--- src/common/lfsds_pkg.sv ---
// Constants, types and length decoders for the LF sampling duty scheduler.
// Assumes one system clock; oscillator timing arrives as ticks from the top module.
// What this block does
// Control upper nibble is sampling interval; code 0000 means detector continuously on.
// Interval codes 1 to 4 repeat sampling every 16, 32, 64, 128 periods.
// Codes 5 to 8 give 256, 512, 1024, 2048 periods.
// Writing the interval field starts a fresh interval at next oscillator tick.
// Receiver reset loads the interval field with 0110.
// Lower nibble sets detector on time at the start of each interval.
// On time is net; up to 2 periods of init come from off time.
// Carrier-detect mode powers detector down early once carrier evaluation completes.
// Data mode keeps detector on after detection until end, error or timeout; the code ends the hold only on MESSAGE_DONE, disable or reset.
// Reset clears the on-time field to zero, the shortest window.
// On time spans 1 to 1024 oscillator periods.
// On-time code n gives 2**n periods; codes above 10 are reserved.
// Software changes control only while disabled; waits two periods before re-enabling.
// Mode bit 0 selects data receive, 1 selects carrier detect.
// Continuous mode restarts itself after a processed signal with 2-3 period gap; the code waits 2 oscillator ticks, 1 to 2 periods.
package lfsds_pkg;
	// ==========================================================
	// Register map
	localparam logic [7:0] LFSDS_CTRL_ADDR = 8'h21;
	localparam logic [7:0] LFSDS_CTRL_RESET = 8'h60;
	localparam int LFSDS_SI_MSB = 7;
	localparam int LFSDS_SI_LSB = 4;
	localparam int LFSDS_ON_MSB = 3;
	localparam int LFSDS_ON_LSB = 0;
	localparam logic [3:0] LFSDS_SI_CONT = 4'h0;
	localparam logic [3:0] LFSDS_SI_MAX = 4'h8;
	localparam logic [3:0] LFSDS_ON_MAX = 4'hA;
	localparam logic [3:0] LFSDS_SI_SHIFT = 4'h3;

	// ==========================================================
	// Timing, in milliseconds and oscillator periods
	localparam int LFSDS_LFO_PERIOD_MS = 1;
	localparam int LFSDS_INIT_TIME_MS = 2;
	localparam logic [12:0] LFSDS_INIT_CYC = 13'(LFSDS_INIT_TIME_MS / LFSDS_LFO_PERIOD_MS);
	localparam logic [1:0] LFSDS_GAP_CYC = 2'h2;

	// ==========================================================
	// Types
	typedef enum logic [1:0] {ST_IDLE, ST_SAMPLE, ST_CONT, ST_GAP} lfsds_state_type;

	// ==========================================================
	// Decoders
	// Reserved interval codes fall back to the longest interval
	function automatic logic [12:0] lfsds_period_len(input logic [3:0] code);
		logic [3:0] c;
		c = (code > LFSDS_SI_MAX) ? LFSDS_SI_MAX : code;
		lfsds_period_len = 13'h0001 << (c + LFSDS_SI_SHIFT);
	endfunction : lfsds_period_len

	// power of two on time
	function automatic logic [12:0] lfsds_on_len(input logic [3:0] code);
		logic [3:0] c;
		c = (code > LFSDS_ON_MAX) ? LFSDS_ON_MAX : code;
		lfsds_on_len = 13'h0001 << c;
	endfunction : lfsds_on_len
endpackage : lfsds_pkg

--- src/hw/lfsds_top.sv ---
// Sampling scheduler: one control register, oscillator tick counting, detector power.
// Assumes register bus and receiver status inputs are on SYS_CLK; LFO_CLK is a pin.
`timescale 1ns/100ps
module lfsds_top (
	input wire logic SYS_CLK,
	input wire logic RST_N,
	input wire logic SOFT_RESET,
	input wire logic LFO_CLK,
	input wire logic [7:0] REG_ADDR,
	input wire logic REG_WR,
	input wire logic REG_RD,
	input wire logic [7:0] REG_WDATA,
	output logic [7:0] REG_RDATA,
	input wire logic RECEIVER_ENABLE,
	input wire logic CARRIER_DETECT_MODE,
	input wire logic SIGNAL_DETECTED,
	input wire logic CARRIER_EVAL_DONE,
	input wire logic MESSAGE_DONE,
	input wire logic SIGNAL_PROCESSED,
	output logic DETECTOR_POWER,
	output logic DETECTOR_WINDOW,
	output logic INTERVAL_START
);
	// ==========================================================
	// Oscillator synchroniser and tick
	logic lfo_s1_r;
	logic lfo_s2_r;
	logic lfo_s3_r;
	wire tick = lfo_s2_r & ~lfo_s3_r;

	always_ff @(posedge SYS_CLK)
	begin
		if (!RST_N)
		begin
			lfo_s1_r <= 1'b0;
			lfo_s2_r <= 1'b0;
			lfo_s3_r <= 1'b0;
		end
		else
		begin
			lfo_s1_r <= LFO_CLK;
			lfo_s2_r <= lfo_s1_r;
			lfo_s3_r <= lfo_s2_r;
		end
	end

	// ==========================================================
	// Control register
	logic [7:0] ctrl_r;
	logic [7:0] rdata_r;
	wire addr_hit = (REG_ADDR == lfsds_pkg::LFSDS_CTRL_ADDR);
	wire wr_hit = REG_WR & addr_hit;
	wire [7:0] rdata_nxt = (REG_RD & addr_hit) ? ctrl_r : 8'h00;
	wire [3:0] si_code = ctrl_r[lfsds_pkg::LFSDS_SI_MSB:lfsds_pkg::LFSDS_SI_LSB];
	wire [3:0] on_code = ctrl_r[lfsds_pkg::LFSDS_ON_MSB:lfsds_pkg::LFSDS_ON_LSB];

	// reset defaults
	always_ff @(posedge SYS_CLK)
	begin
		if (!RST_N || SOFT_RESET)
			ctrl_r <= lfsds_pkg::LFSDS_CTRL_RESET;
		else if (wr_hit)
			ctrl_r <= REG_WDATA;
	end

	always_ff @(posedge SYS_CLK)
	begin
		if (!RST_N)
			rdata_r <= 8'h00;
		else
			rdata_r <= rdata_nxt;
	end

	// ==========================================================
	// Scheduler state
	lfsds_pkg::lfsds_state_type state_r;
	lfsds_pkg::lfsds_state_type state_nxt;
	logic [12:0] cnt_r;
	logic [12:0] cnt_nxt;
	logic [1:0] gap_r;
	logic [1:0] gap_nxt;
	logic start_r;
	logic early_off_r;
	logic hold_r;
	logic pwr_r;
	logic win_r;
	logic istart_r;

	// interval length
	wire [12:0] plen = lfsds_pkg::lfsds_period_len(si_code);
	// on-window length
	wire [12:0] olen = lfsds_pkg::lfsds_on_len(on_code);
	// continuous selection
	wire cont_sel = (si_code == lfsds_pkg::LFSDS_SI_CONT);
	wire launch = tick & start_r & RECEIVER_ENABLE;
	wire wrap = (state_r == lfsds_pkg::ST_SAMPLE) & tick & ~start_r & (cnt_r == plen - 13'h0001);
	wire on_win = (state_r == lfsds_pkg::ST_SAMPLE) & (cnt_r < olen);
	// init taken out of off time only
	wire init_win = (state_r == lfsds_pkg::ST_SAMPLE) & (cnt_r >= olen)
		& (cnt_r >= plen - lfsds_pkg::LFSDS_INIT_CYC);
	// mode bit steers early off and hold
	wire data_mode = ~CARRIER_DETECT_MODE;
	// early power down
	wire early_set = on_win & CARRIER_DETECT_MODE & CARRIER_EVAL_DONE;
	// extended on time
	wire hold_set = on_win & data_mode & SIGNAL_DETECTED;
	wire pwr_nxt = RECEIVER_ENABLE & ((state_r == lfsds_pkg::ST_CONT)
		| (on_win & ~early_off_r) | hold_r | init_win);
	wire win_nxt = RECEIVER_ENABLE & ((state_r == lfsds_pkg::ST_CONT)
		| (on_win & ~early_off_r) | hold_r);

	always_comb
	begin
		state_nxt = state_r;
		cnt_nxt = cnt_r;
		gap_nxt = gap_r;
		case (state_r)
			lfsds_pkg::ST_IDLE:
			begin
				cnt_nxt = 13'h0000;
			end
			lfsds_pkg::ST_SAMPLE:
			begin
				if (tick)
					cnt_nxt = wrap ? 13'h0000 : cnt_r + 13'h0001;
			end
			lfsds_pkg::ST_CONT:
			begin
				// self restart after processing
				if (SIGNAL_PROCESSED)
				begin
					state_nxt = lfsds_pkg::ST_GAP;
					gap_nxt = 2'h0;
				end
			end
			lfsds_pkg::ST_GAP:
			begin
				if (tick && gap_r == lfsds_pkg::LFSDS_GAP_CYC - 2'h1)
					state_nxt = lfsds_pkg::ST_CONT;
				else if (tick)
					gap_nxt = gap_r + 2'h1;
			end
			default:
			begin
				state_nxt = lfsds_pkg::ST_IDLE;
			end
		endcase
		// fresh interval on the tick after a write or enable
		if (launch)
		begin
			state_nxt = cont_sel ? lfsds_pkg::ST_CONT : lfsds_pkg::ST_SAMPLE;
			cnt_nxt = 13'h0000;
		end
		if (!RECEIVER_ENABLE)
			state_nxt = lfsds_pkg::ST_IDLE;
	end

	always_ff @(posedge SYS_CLK)
	begin
		if (!RST_N || SOFT_RESET)
		begin
			state_r <= lfsds_pkg::ST_IDLE;
			cnt_r <= 13'h0000;
			gap_r <= 2'h0;
		end
		else
		begin
			state_r <= state_nxt;
			cnt_r <= cnt_nxt;
			gap_r <= gap_nxt;
		end
	end

	// A write re-arms the interval; leaving enable also re-arms so restart waits a tick
	always_ff @(posedge SYS_CLK)
	begin
		if (!RST_N || SOFT_RESET)
			start_r <= 1'b1;
		else if (wr_hit || !RECEIVER_ENABLE)
			start_r <= 1'b1;
		else if (launch)
			start_r <= 1'b0;
	end

	// Set wins over the interval-boundary clear
	always_ff @(posedge SYS_CLK)
	begin
		if (!RST_N || SOFT_RESET || !RECEIVER_ENABLE)
		begin
			early_off_r <= 1'b0;
			hold_r <= 1'b0;
		end
		else
		begin
			early_off_r <= early_set | (early_off_r & ~wrap & ~launch);
			hold_r <= hold_set | (hold_r & ~MESSAGE_DONE);
		end
	end

	always_ff @(posedge SYS_CLK)
	begin
		if (!RST_N)
		begin
			pwr_r <= 1'b0;
			win_r <= 1'b0;
			istart_r <= 1'b0;
		end
		else
		begin
			pwr_r <= pwr_nxt;
			win_r <= win_nxt;
			istart_r <= wrap | launch;
		end
	end

	assign REG_RDATA = rdata_r;
	assign DETECTOR_POWER = pwr_r;
	assign DETECTOR_WINDOW = win_r;
	assign INTERVAL_START = istart_r;

	// ==========================================================
	// Checks
	a_reset_defaults: assert property (@(posedge SYS_CLK)
		!RST_N || SOFT_RESET |=> ctrl_r == lfsds_pkg::LFSDS_CTRL_RESET)
		else $error("control reset value wrong");
	a_interval_wrap: assert property (@(posedge SYS_CLK) disable iff (!RST_N)
		wrap && RECEIVER_ENABLE && !SOFT_RESET |=> cnt_r == 13'h0000 && INTERVAL_START)
		else $error("interval did not wrap at its length");
	a_write_restart: assert property (@(posedge SYS_CLK) disable iff (!RST_N)
		launch && !SOFT_RESET && !wr_hit |=> cnt_r == 13'h0000 && !start_r)
		else $error("interval not restarted at tick");
	a_cont_power: assert property (@(posedge SYS_CLK) disable iff (!RST_N)
		state_r == lfsds_pkg::ST_CONT && RECEIVER_ENABLE |=> DETECTOR_POWER)
		else $error("continuous mode detector off");
	a_on_window: assert property (@(posedge SYS_CLK) disable iff (!RST_N)
		on_win && !early_off_r && RECEIVER_ENABLE |=> DETECTOR_POWER && DETECTOR_WINDOW)
		else $error("on window not powered");
	a_early_off: assert property (@(posedge SYS_CLK) disable iff (!RST_N)
		early_off_r && !hold_r && !init_win |=> !DETECTOR_POWER)
		else $error("detector not powered down early");
	a_hold_power: assert property (@(posedge SYS_CLK) disable iff (!RST_N)
		hold_set && RECEIVER_ENABLE && !SOFT_RESET ##1 RECEIVER_ENABLE |=> DETECTOR_POWER)
		else $error("detector dropped during message");
	a_gap_off: assert property (@(posedge SYS_CLK) disable iff (!RST_N)
		state_r == lfsds_pkg::ST_GAP |=> !DETECTOR_POWER)
		else $error("detector powered in restart gap");
endmodule : lfsds_top

--- config.mk ---
export PLATFORM = sky130hd
export DESIGN_NAME = lfsds_top
export DESIGN_NICKNAME = d
export VERILOG_FILES = /design/src/common/lfsds_pkg.sv /design/src/hw/lfsds_top.sv
export SDC_FILE = /design/constraint.sdc
export NUM_CORES = 1
export LEC_CHECK = 0
export BUFFER_PORTS_ARGS = -buffer_cell sky130_fd_sc_hd__buf_2
export CAP_MARGIN = 10
export CORE_MARGIN = 2
export CORE_UTILIZATION = 52
export CTS_CLUSTER_DIAMETER = 100
export DETAILED_ROUTE_END_ITERATION = 8
export PLACE_DENSITY = 0.76
export SETUP_SLACK_MARGIN = 0.4
export SYNTH_ARGS = -nofsm -noshare
export SYNTH_HDL_FRONTEND = slang
export SYNTH_SLANG_ARGS = --single-unit
--- constraint.sdc ---
create_clock -name SYS_CLK -period 2.5 [get_ports SYS_CLK]
set_clock_uncertainty 0.15 [all_clocks]
set_input_delay 0.5 -clock SYS_CLK [delete_from_list [all_inputs] [get_ports SYS_CLK]]
set_output_delay 0.5 -clock SYS_CLK [all_outputs]
set_load 0.05 [all_outputs]
* Yosys cells after proc, flatten, opt, wreduce, memory -nomap -nowiden
Cells that the tools add are included.
** Storage, ports and cells
- Flip-flop bits (word level) :: 42
- Bits of input ports :: 28
** Cells by class
- $add $sub $neg :: 5
- Magnitude comparators :: 5
- Equal/unequal tests :: 12
- Shift-type cells :: 2
- Mux-type cells :: 14
- Bitwise gates (word level) :: 35
- Reductions and logical operators :: 18
** Operator list (count)
- $ge A13 B13 Y1 :: 2
- $mux W13 :: 2
- $pmux W13 S2 :: 1
- $shl A1 B4 Y13 const A :: 2
- $and A1 B1 Y1 :: 21
- $mux W2 :: 7
- $add A13 B1 Y13 const B :: 1
- $eq A13 B13 Y1 :: 1
- $lt A13 B13 Y1 :: 1
- $sub A13 B1 Y13 const B :: 1
- $sub A13 B2 Y13 const B :: 1
- $eq A8 B6 Y1 const B :: 1
- $gt A4 B4 Y1 const B :: 2
- $mux W4 :: 2
- $ne A2 B2 Y1 const B :: 4
- $not A1 Y1 :: 8
- $pmux W2 S2 :: 2
- $ne A3 B3 Y1 const B :: 2
- $or A1 B1 Y1 :: 6
- $reduce_or A2 Y1 :: 3
- $add A4 B2 Y4 const B :: 1
- $eq A2 B1 Y1 const B :: 2
- $eq A2 B2 Y1 const B :: 2
- $logic_not A4 Y1 :: 1
- 10 further kinds :: 15

* Longest topological paths before layout
- Depth in word-level cells :: 11
- Mapped depth :: 12
- Depth with buffers taken out :: 11

* Least setup slack after synthesis
OpenSTA, ideal clock, no wires.
- Kind :: register -> register
- Start :: register ctrl_r[7]
- End :: register cnt_r[2]
- Library setup time :: 0.126 ns
- Data arrival time :: 2.241 ns
- Path slack :: -0.017 ns
- Cell stages (with the launch flop) :: 12
- Path buffers :: 2
- Clock period less this slack :: 2.517 ns
- Cell sequence :: dfxtp_1 -> buf_6 -> inv_2 -> ha_1 -> nand3b_1 -> nor4_1 -> o2111ai_1 -> nor4_2 -> a21boi_4 -> buf_6 -> a31oi_1 -> mux2i_1
** On the way
- Word-level cells in the longest chain between the ends :: 10
** RTL lines
- from (decl) :: line lfsds_top.sv:49 : logic [7:0] ctrl_r;
- from (signal assigned) :: line lfsds_top.sv:61 : ctrl_r <= lfsds_pkg::LFSDS_CTRL_RESET;
- $gt A4 B4 Y1 :: line lfsds_pkg.sv:49 : c = (code > LFSDS_SI_MAX) ? LFSDS_SI_MAX : code;
- $mux W4 (*) :: line lfsds_pkg.sv:49
- $add A4 B2 Y4 (*) :: line lfsds_pkg.sv:50 : lfsds_period_len = 13'h0001 << (c + LFSDS_SI_SHIFT);
- $shl A1 B4 Y13 (*) :: line lfsds_pkg.sv:50
- $sub A13 B1 Y13 (*) :: line lfsds_top.sv:96 : wire wrap = (state_r == lfsds_pkg::ST_SAMPLE) & tick & ~start_r & (cnt_r == plen - 13'h0001);
- $eq A13 B13 Y1 (*) :: line lfsds_top.sv:96
- $and A1 B1 Y1 (*) :: line lfsds_top.sv:96
- $mux W13 (*) :: line lfsds_top.sv:125 : cnt_nxt = wrap ? 13'h0000 : cnt_r + 13'h0001;
- $mux W13 (*) :: line lfsds_top.sv:124 : if (tick)
- $pmux W13 S2 (*) :: line lfsds_top.sv:117 : case (state_r)
- to (signal assigned) :: line lfsds_top.sv:169 : cnt_r <= cnt_nxt;
- to (decl) :: line lfsds_top.sv:78 : logic [12:0] cnt_r;
Mark *: on every way between the ends. The rest lies on a longest branch, timed or not. The select of a mux whose other input is x is not followed.
A chain may end at the register's enable or synchronous reset.

* Worst setup path after layout
- Start :: register ctrl_r[2]
- End :: register early_off_r
** On the way
- Word-level cells in the longest chain between the ends :: 8
** RTL lines
- $gt A4 B4 Y1 :: line lfsds_pkg.sv:56 : c = (code > LFSDS_ON_MAX) ? LFSDS_ON_MAX : code;
- $mux W4 (*) :: line lfsds_pkg.sv:56
- $shl A1 B4 Y13 (*) :: line lfsds_pkg.sv:57 : lfsds_on_len = 13'h0001 << c;
- $lt A13 B13 Y1 (*) :: line lfsds_top.sv:97 : wire on_win = (state_r == lfsds_pkg::ST_SAMPLE) & (cnt_r < olen);
- $and A1 B1 Y1 (*) :: line lfsds_top.sv:97
- $and A1 B1 Y1 (*) (2 in a row) :: line lfsds_top.sv:104 : wire early_set = on_win & CARRIER_DETECT_MODE & CARRIER_EVAL_DONE;
- $or A1 B1 Y1 (*) :: line lfsds_top.sv:195 : early_off_r <= early_set | (early_off_r & ~wrap & ~launch);
- to (signal assigned) :: line lfsds_top.sv:195
- to (decl) :: line lfsds_top.sv:83 : logic early_off_r;
Mark *: on every way between the ends. The rest lies on a longest branch, timed or not.

==> results.json <==
{
  "status": "finished, final reports clean",
  "worst_ep_arrival_time_ns": 2.54,
  "place.gp.congestion": 1.01,
  "initial_core_util": 0.543,
  "cp-start-kind": "flop",
  "required_ns": 2.56,
  "hold_path_class": "in -> reg",
  "io_buffers": 38,
  "hold_viol_final": 0,
  "routed_wl_mm": 8.70,
  "numCtsBuffers": 5,
  "hold_end": "lfo_s1_r",
  "finalCritPeriodShare": 0.991,
  "ant_nets": 0,
  "multi_input_area_um2": 2250,
  "synth_warnings": 0,
  "highest_layer": "met4",
  "cts_root_buf": "clkbuf_8",
  "ys_seq_area_frac": 0.301,
  "max-vdd-ir-drop_mv": 0.256,
  "grt_pass1_wl_mm": 12.1,
  "postSynth.asyncResetShare": 0,
  "critPathKind": "reg -> reg",
  "crit_path_max_incr_delay_ns": 0.38,
  "rsz0062_at_grt": "true",
  "diodes": 0,
  "cp-end-kind": "flop",
  "vias": 2909,
  "clock-sinks": 42,
  "grt_max_degree": 14,
  "cp_cell_sequence": "buf_6 > nor4_4 > ha_2 > and4b_1 > a2111oi_4 > o31a_1 > nand3_2 > or3_1 > o31ai_1",
  "cts_max_path_buffers": 2,
  "fill_cells": 348,
  "whs_path_depth": 2,
  "rr_worst_depth": 9,
  "die_h_um": 77.3,
  "dp_hpwl_mm": 5.45,
  "synth_area_um2": 2790,
  "row_count": 26,
  "setup_tns_ns": 0,
  "synthCells": 333,
  "antenna_found_initial": 0,
  "avgSynthCellArea_um2": 8.39,
  "r2r_slack_ns": 0.02,
  "cp_top_family": "simple AND/OR/NAND/NOR gates",
  "grt.overflow.total": 0,
  "dieArea_um2": 5970,
  "drc": 0,
  "cp_max_fo": 6,
  "wl_met2_mm": 4.28,
  "slew_headroom": 0.515,
  "area_growth_pct": 40.8,
  "cts-htree-levels": 2,
  "dr.pass1.iters": 4,
  "crit_path_top_delay_cell": "dfxtp_4",
  "drive_gt1_frac": 0.377,
  "setup-violations-final": 0,
  "regArea_um2": 866,
  "clk_latency_ns": 0.31,
  "synth_ff_type": "dfxtp_1",
  "grt_usage": 0.256,
  "period_needed_ns": 2.48,
  "finalMaxSlewViolations": 0,
  "wl_met3_um": 449,
  "synth.distinct_cells": 51,
  "synth_edf_count": 0,
  "leakage_nw": 1.67,
  "nNetsFinal": 476,
  "chipWidth_um": 77.3,
  "cts_tree": "yes",
  "drv_cap": 0,
  "r2r_start": "ctrl_r[2]",
  "clk_pin_slew_ns": 0.08,
  "wire_per_inst_um": 17.8,
  "path_buf_inv": 1,
  "avgViaCountPerCell": 5.95,
  "cts_hold_buf": 0,
  "ys_seq_elements": 42,
  "tightest_slew_ns": 0.727,
  "met1_length_mm": 3.50,
  "hp-start": "LFO_CLK",
  "drtIter0Drc": 191,
  "power_density_nw_per_um2": 316,
  "io_pins": 39,
  "max_freq_mhz": 404,
  "power_mw": 1.24,
  "timing.rr.end": "early_off_r",
  "core-area_um2": 5140,
  "grt_pass1_vias": 2611
}
-- sequential cells by signal, summed over array words and instances (netlist names) --
| name | count |
|---|---|
| DETECTOR_POWER | 1 |
| DETECTOR_WINDOW | 1 |
| INTERVAL_START | 1 |
| REG_RDATA | 8 |
| cnt_r | 13 |
| ctrl_r | 8 |
| early_off_r | 1 |
| gap_r | 2 |
| hold_r | 1 |
| lfo_s1_r | 1 |
| lfo_s2_r | 1 |
| lfo_s3_r | 1 |
| start_r | 1 |
| state_r | 2 |
-- metal layers --
layer | track usage | vias to the layer above
met3 | 0.0388 | 42
met2 | 0.450 | 110
li1 | - | 1374
met5 | 0 | -
met1 | 0.308 | 1383
met4 | 0.111 | 0
-- metrics by stage --
stage,util,cells,worst slack (ns),instance area [µm²],hold slack [ns]
2_1_floorplan,-,340,0.178,2890,0.262
3_3_place_gp,0.625,453,0.0673,3210,0.270
3_5_place_dp,0.625,453,0.0000384,3210,0.284
4_1_cts,0.704,479,0.0831,3620,0.254
5_1_grt,0.765,489,-0.0645,3930,0.264
6_report,0.765,489,0.0226,3930,0.257
-- layout by cell type, fill, tap and decap left out, types with 9 or more instances in the layout --
cell type  instances
buf_2             38
dfxtp_1           34
and2_1            16
buf_4             35
inv_1             10
nand3_1           11
mux2i_1           13
nor2_1            25
nand2_1           25
ha_1              21
conb_1             9
buf_6             10
a21oi_1           13
-- worst register-to-register path, cell delays in order (launching register included) --
cell and delay, ns:
dfxtp_4 0.38, buf_6 0.12, nor4_4 0.29, ha_2 0.24, and4b_1 0.22, a2111oi_4 0.20
o31a_1 0.23, nand3_2 0.11, or3_1 0.37, o31ai_1 0.07
-- area by class of cell --
cell class              count  area share
inverters                  11      0.0118
flip-flops and latches     42       0.220
multi-input cells         274       0.573
repair buffers             84       0.149
clock buffers               6      0.0210
clock inverters             2     0.00318
well taps                  70      0.0223
-- what timing repair did --
item	4_1_cts	5_1_grt
resized for setup	34	42
pin swaps	21	19
endpoints found under the setup margin	17	18
gates cloned	0	0
setup buffers	18	10
-- Yosys cell counts (2+ instances only) --
library cell / count / area (µm²)
ha_1: 30 / 375
nand3b_1: 2 / 15.0
a211oi_4: 2 / 40.0
buf_6: 2 / 22.5
a21oi_1: 15 / 75.1
o21ai_0: 10 / 50.1
nor4_1: 3 / 18.8
nor2_1: 27 / 101
nand2_1: 34 / 128
xor2_1: 2 / 17.5
nor2b_1: 7 / 43.8
and3_1: 7 / 43.8
a31oi_1: 7 / 43.8
nand2b_1: 6 / 37.5
dfxtp_1: 42 / 841
o31ai_1: 4 / 30.0
o31a_1: 2 / 17.5
or3_1: 4 / 25.0
buf_4: 2 / 15.0
a22oi_1: 4 / 30.0
nand4_1: 8 / 50.1
clkbuf_1: 7 / 26.3
mux2i_1: 13 / 130
and2_1: 16 / 100
o2111ai_1: 2 / 17.5
nand3_1: 15 / 75.1
conb_1: 2 / 7.51
a41oi_1: 2 / 17.5
o22ai_1: 2 / 12.5
xnor2_1: 6 / 52.6
buf_2: 2 / 10.0
a21o_1: 3 / 22.5
inv_1: 10 / 37.5
o21ai_1: 6 / 30.0
and4b_1: 2 / 20.0
nor3_1: 5 / 25.0
nor4_2: 3 / 37.5
nor3_2: 2 / 20.0
nor4b_1: 2 / 17.5
o21a_1: 2 / 15.0
-- how the worst max path moves through the flow --
| stage | from | end | slack [ns] | depth (start not counted) |
|---|---|---|---|---|
| finish | ctrl_r[2] | early_off_r | 0.02 | 9 |
| CTS | ctrl_r[0] | DETECTOR_POWER | 0.08 | 10 |
| floorplan | ctrl_r[7] | cnt_r[2] | 0.18 | 11 |
| global placement | ctrl_r[4] | DETECTOR_POWER | 0.07 | 9 |
| global route | ctrl_r[2] | early_off_r | -0.06 | 9 |
| detailed placement | ctrl_r[1] | early_off_r | 0.00004 | 9 |
-- power by group --
part	internal, mW	total (mW)	switching, mW	leakage [nW]
Combinational	0.0490	0.108	0.0588	1.28
Clock	0.222	0.467	0.245	0.0472
Sequential	0.664	0.666	0.00149	0.343
Total	0.935	1.24	0.305	1.67
-- cell families after synthesis --
group | Yosys count | synth area share
simple gates | 144 | 0.274
compound gates | 70 | 0.175
flops | 42 | 0.301
fa+ha+maj | 30 | 0.134
buf+inv | 24 | 0.0412
mux | 13 | 0.0466
xor+xnor | 8 | 0.0251
other cells | 2 | 0.00269
(Power assumes the default switching activity.)
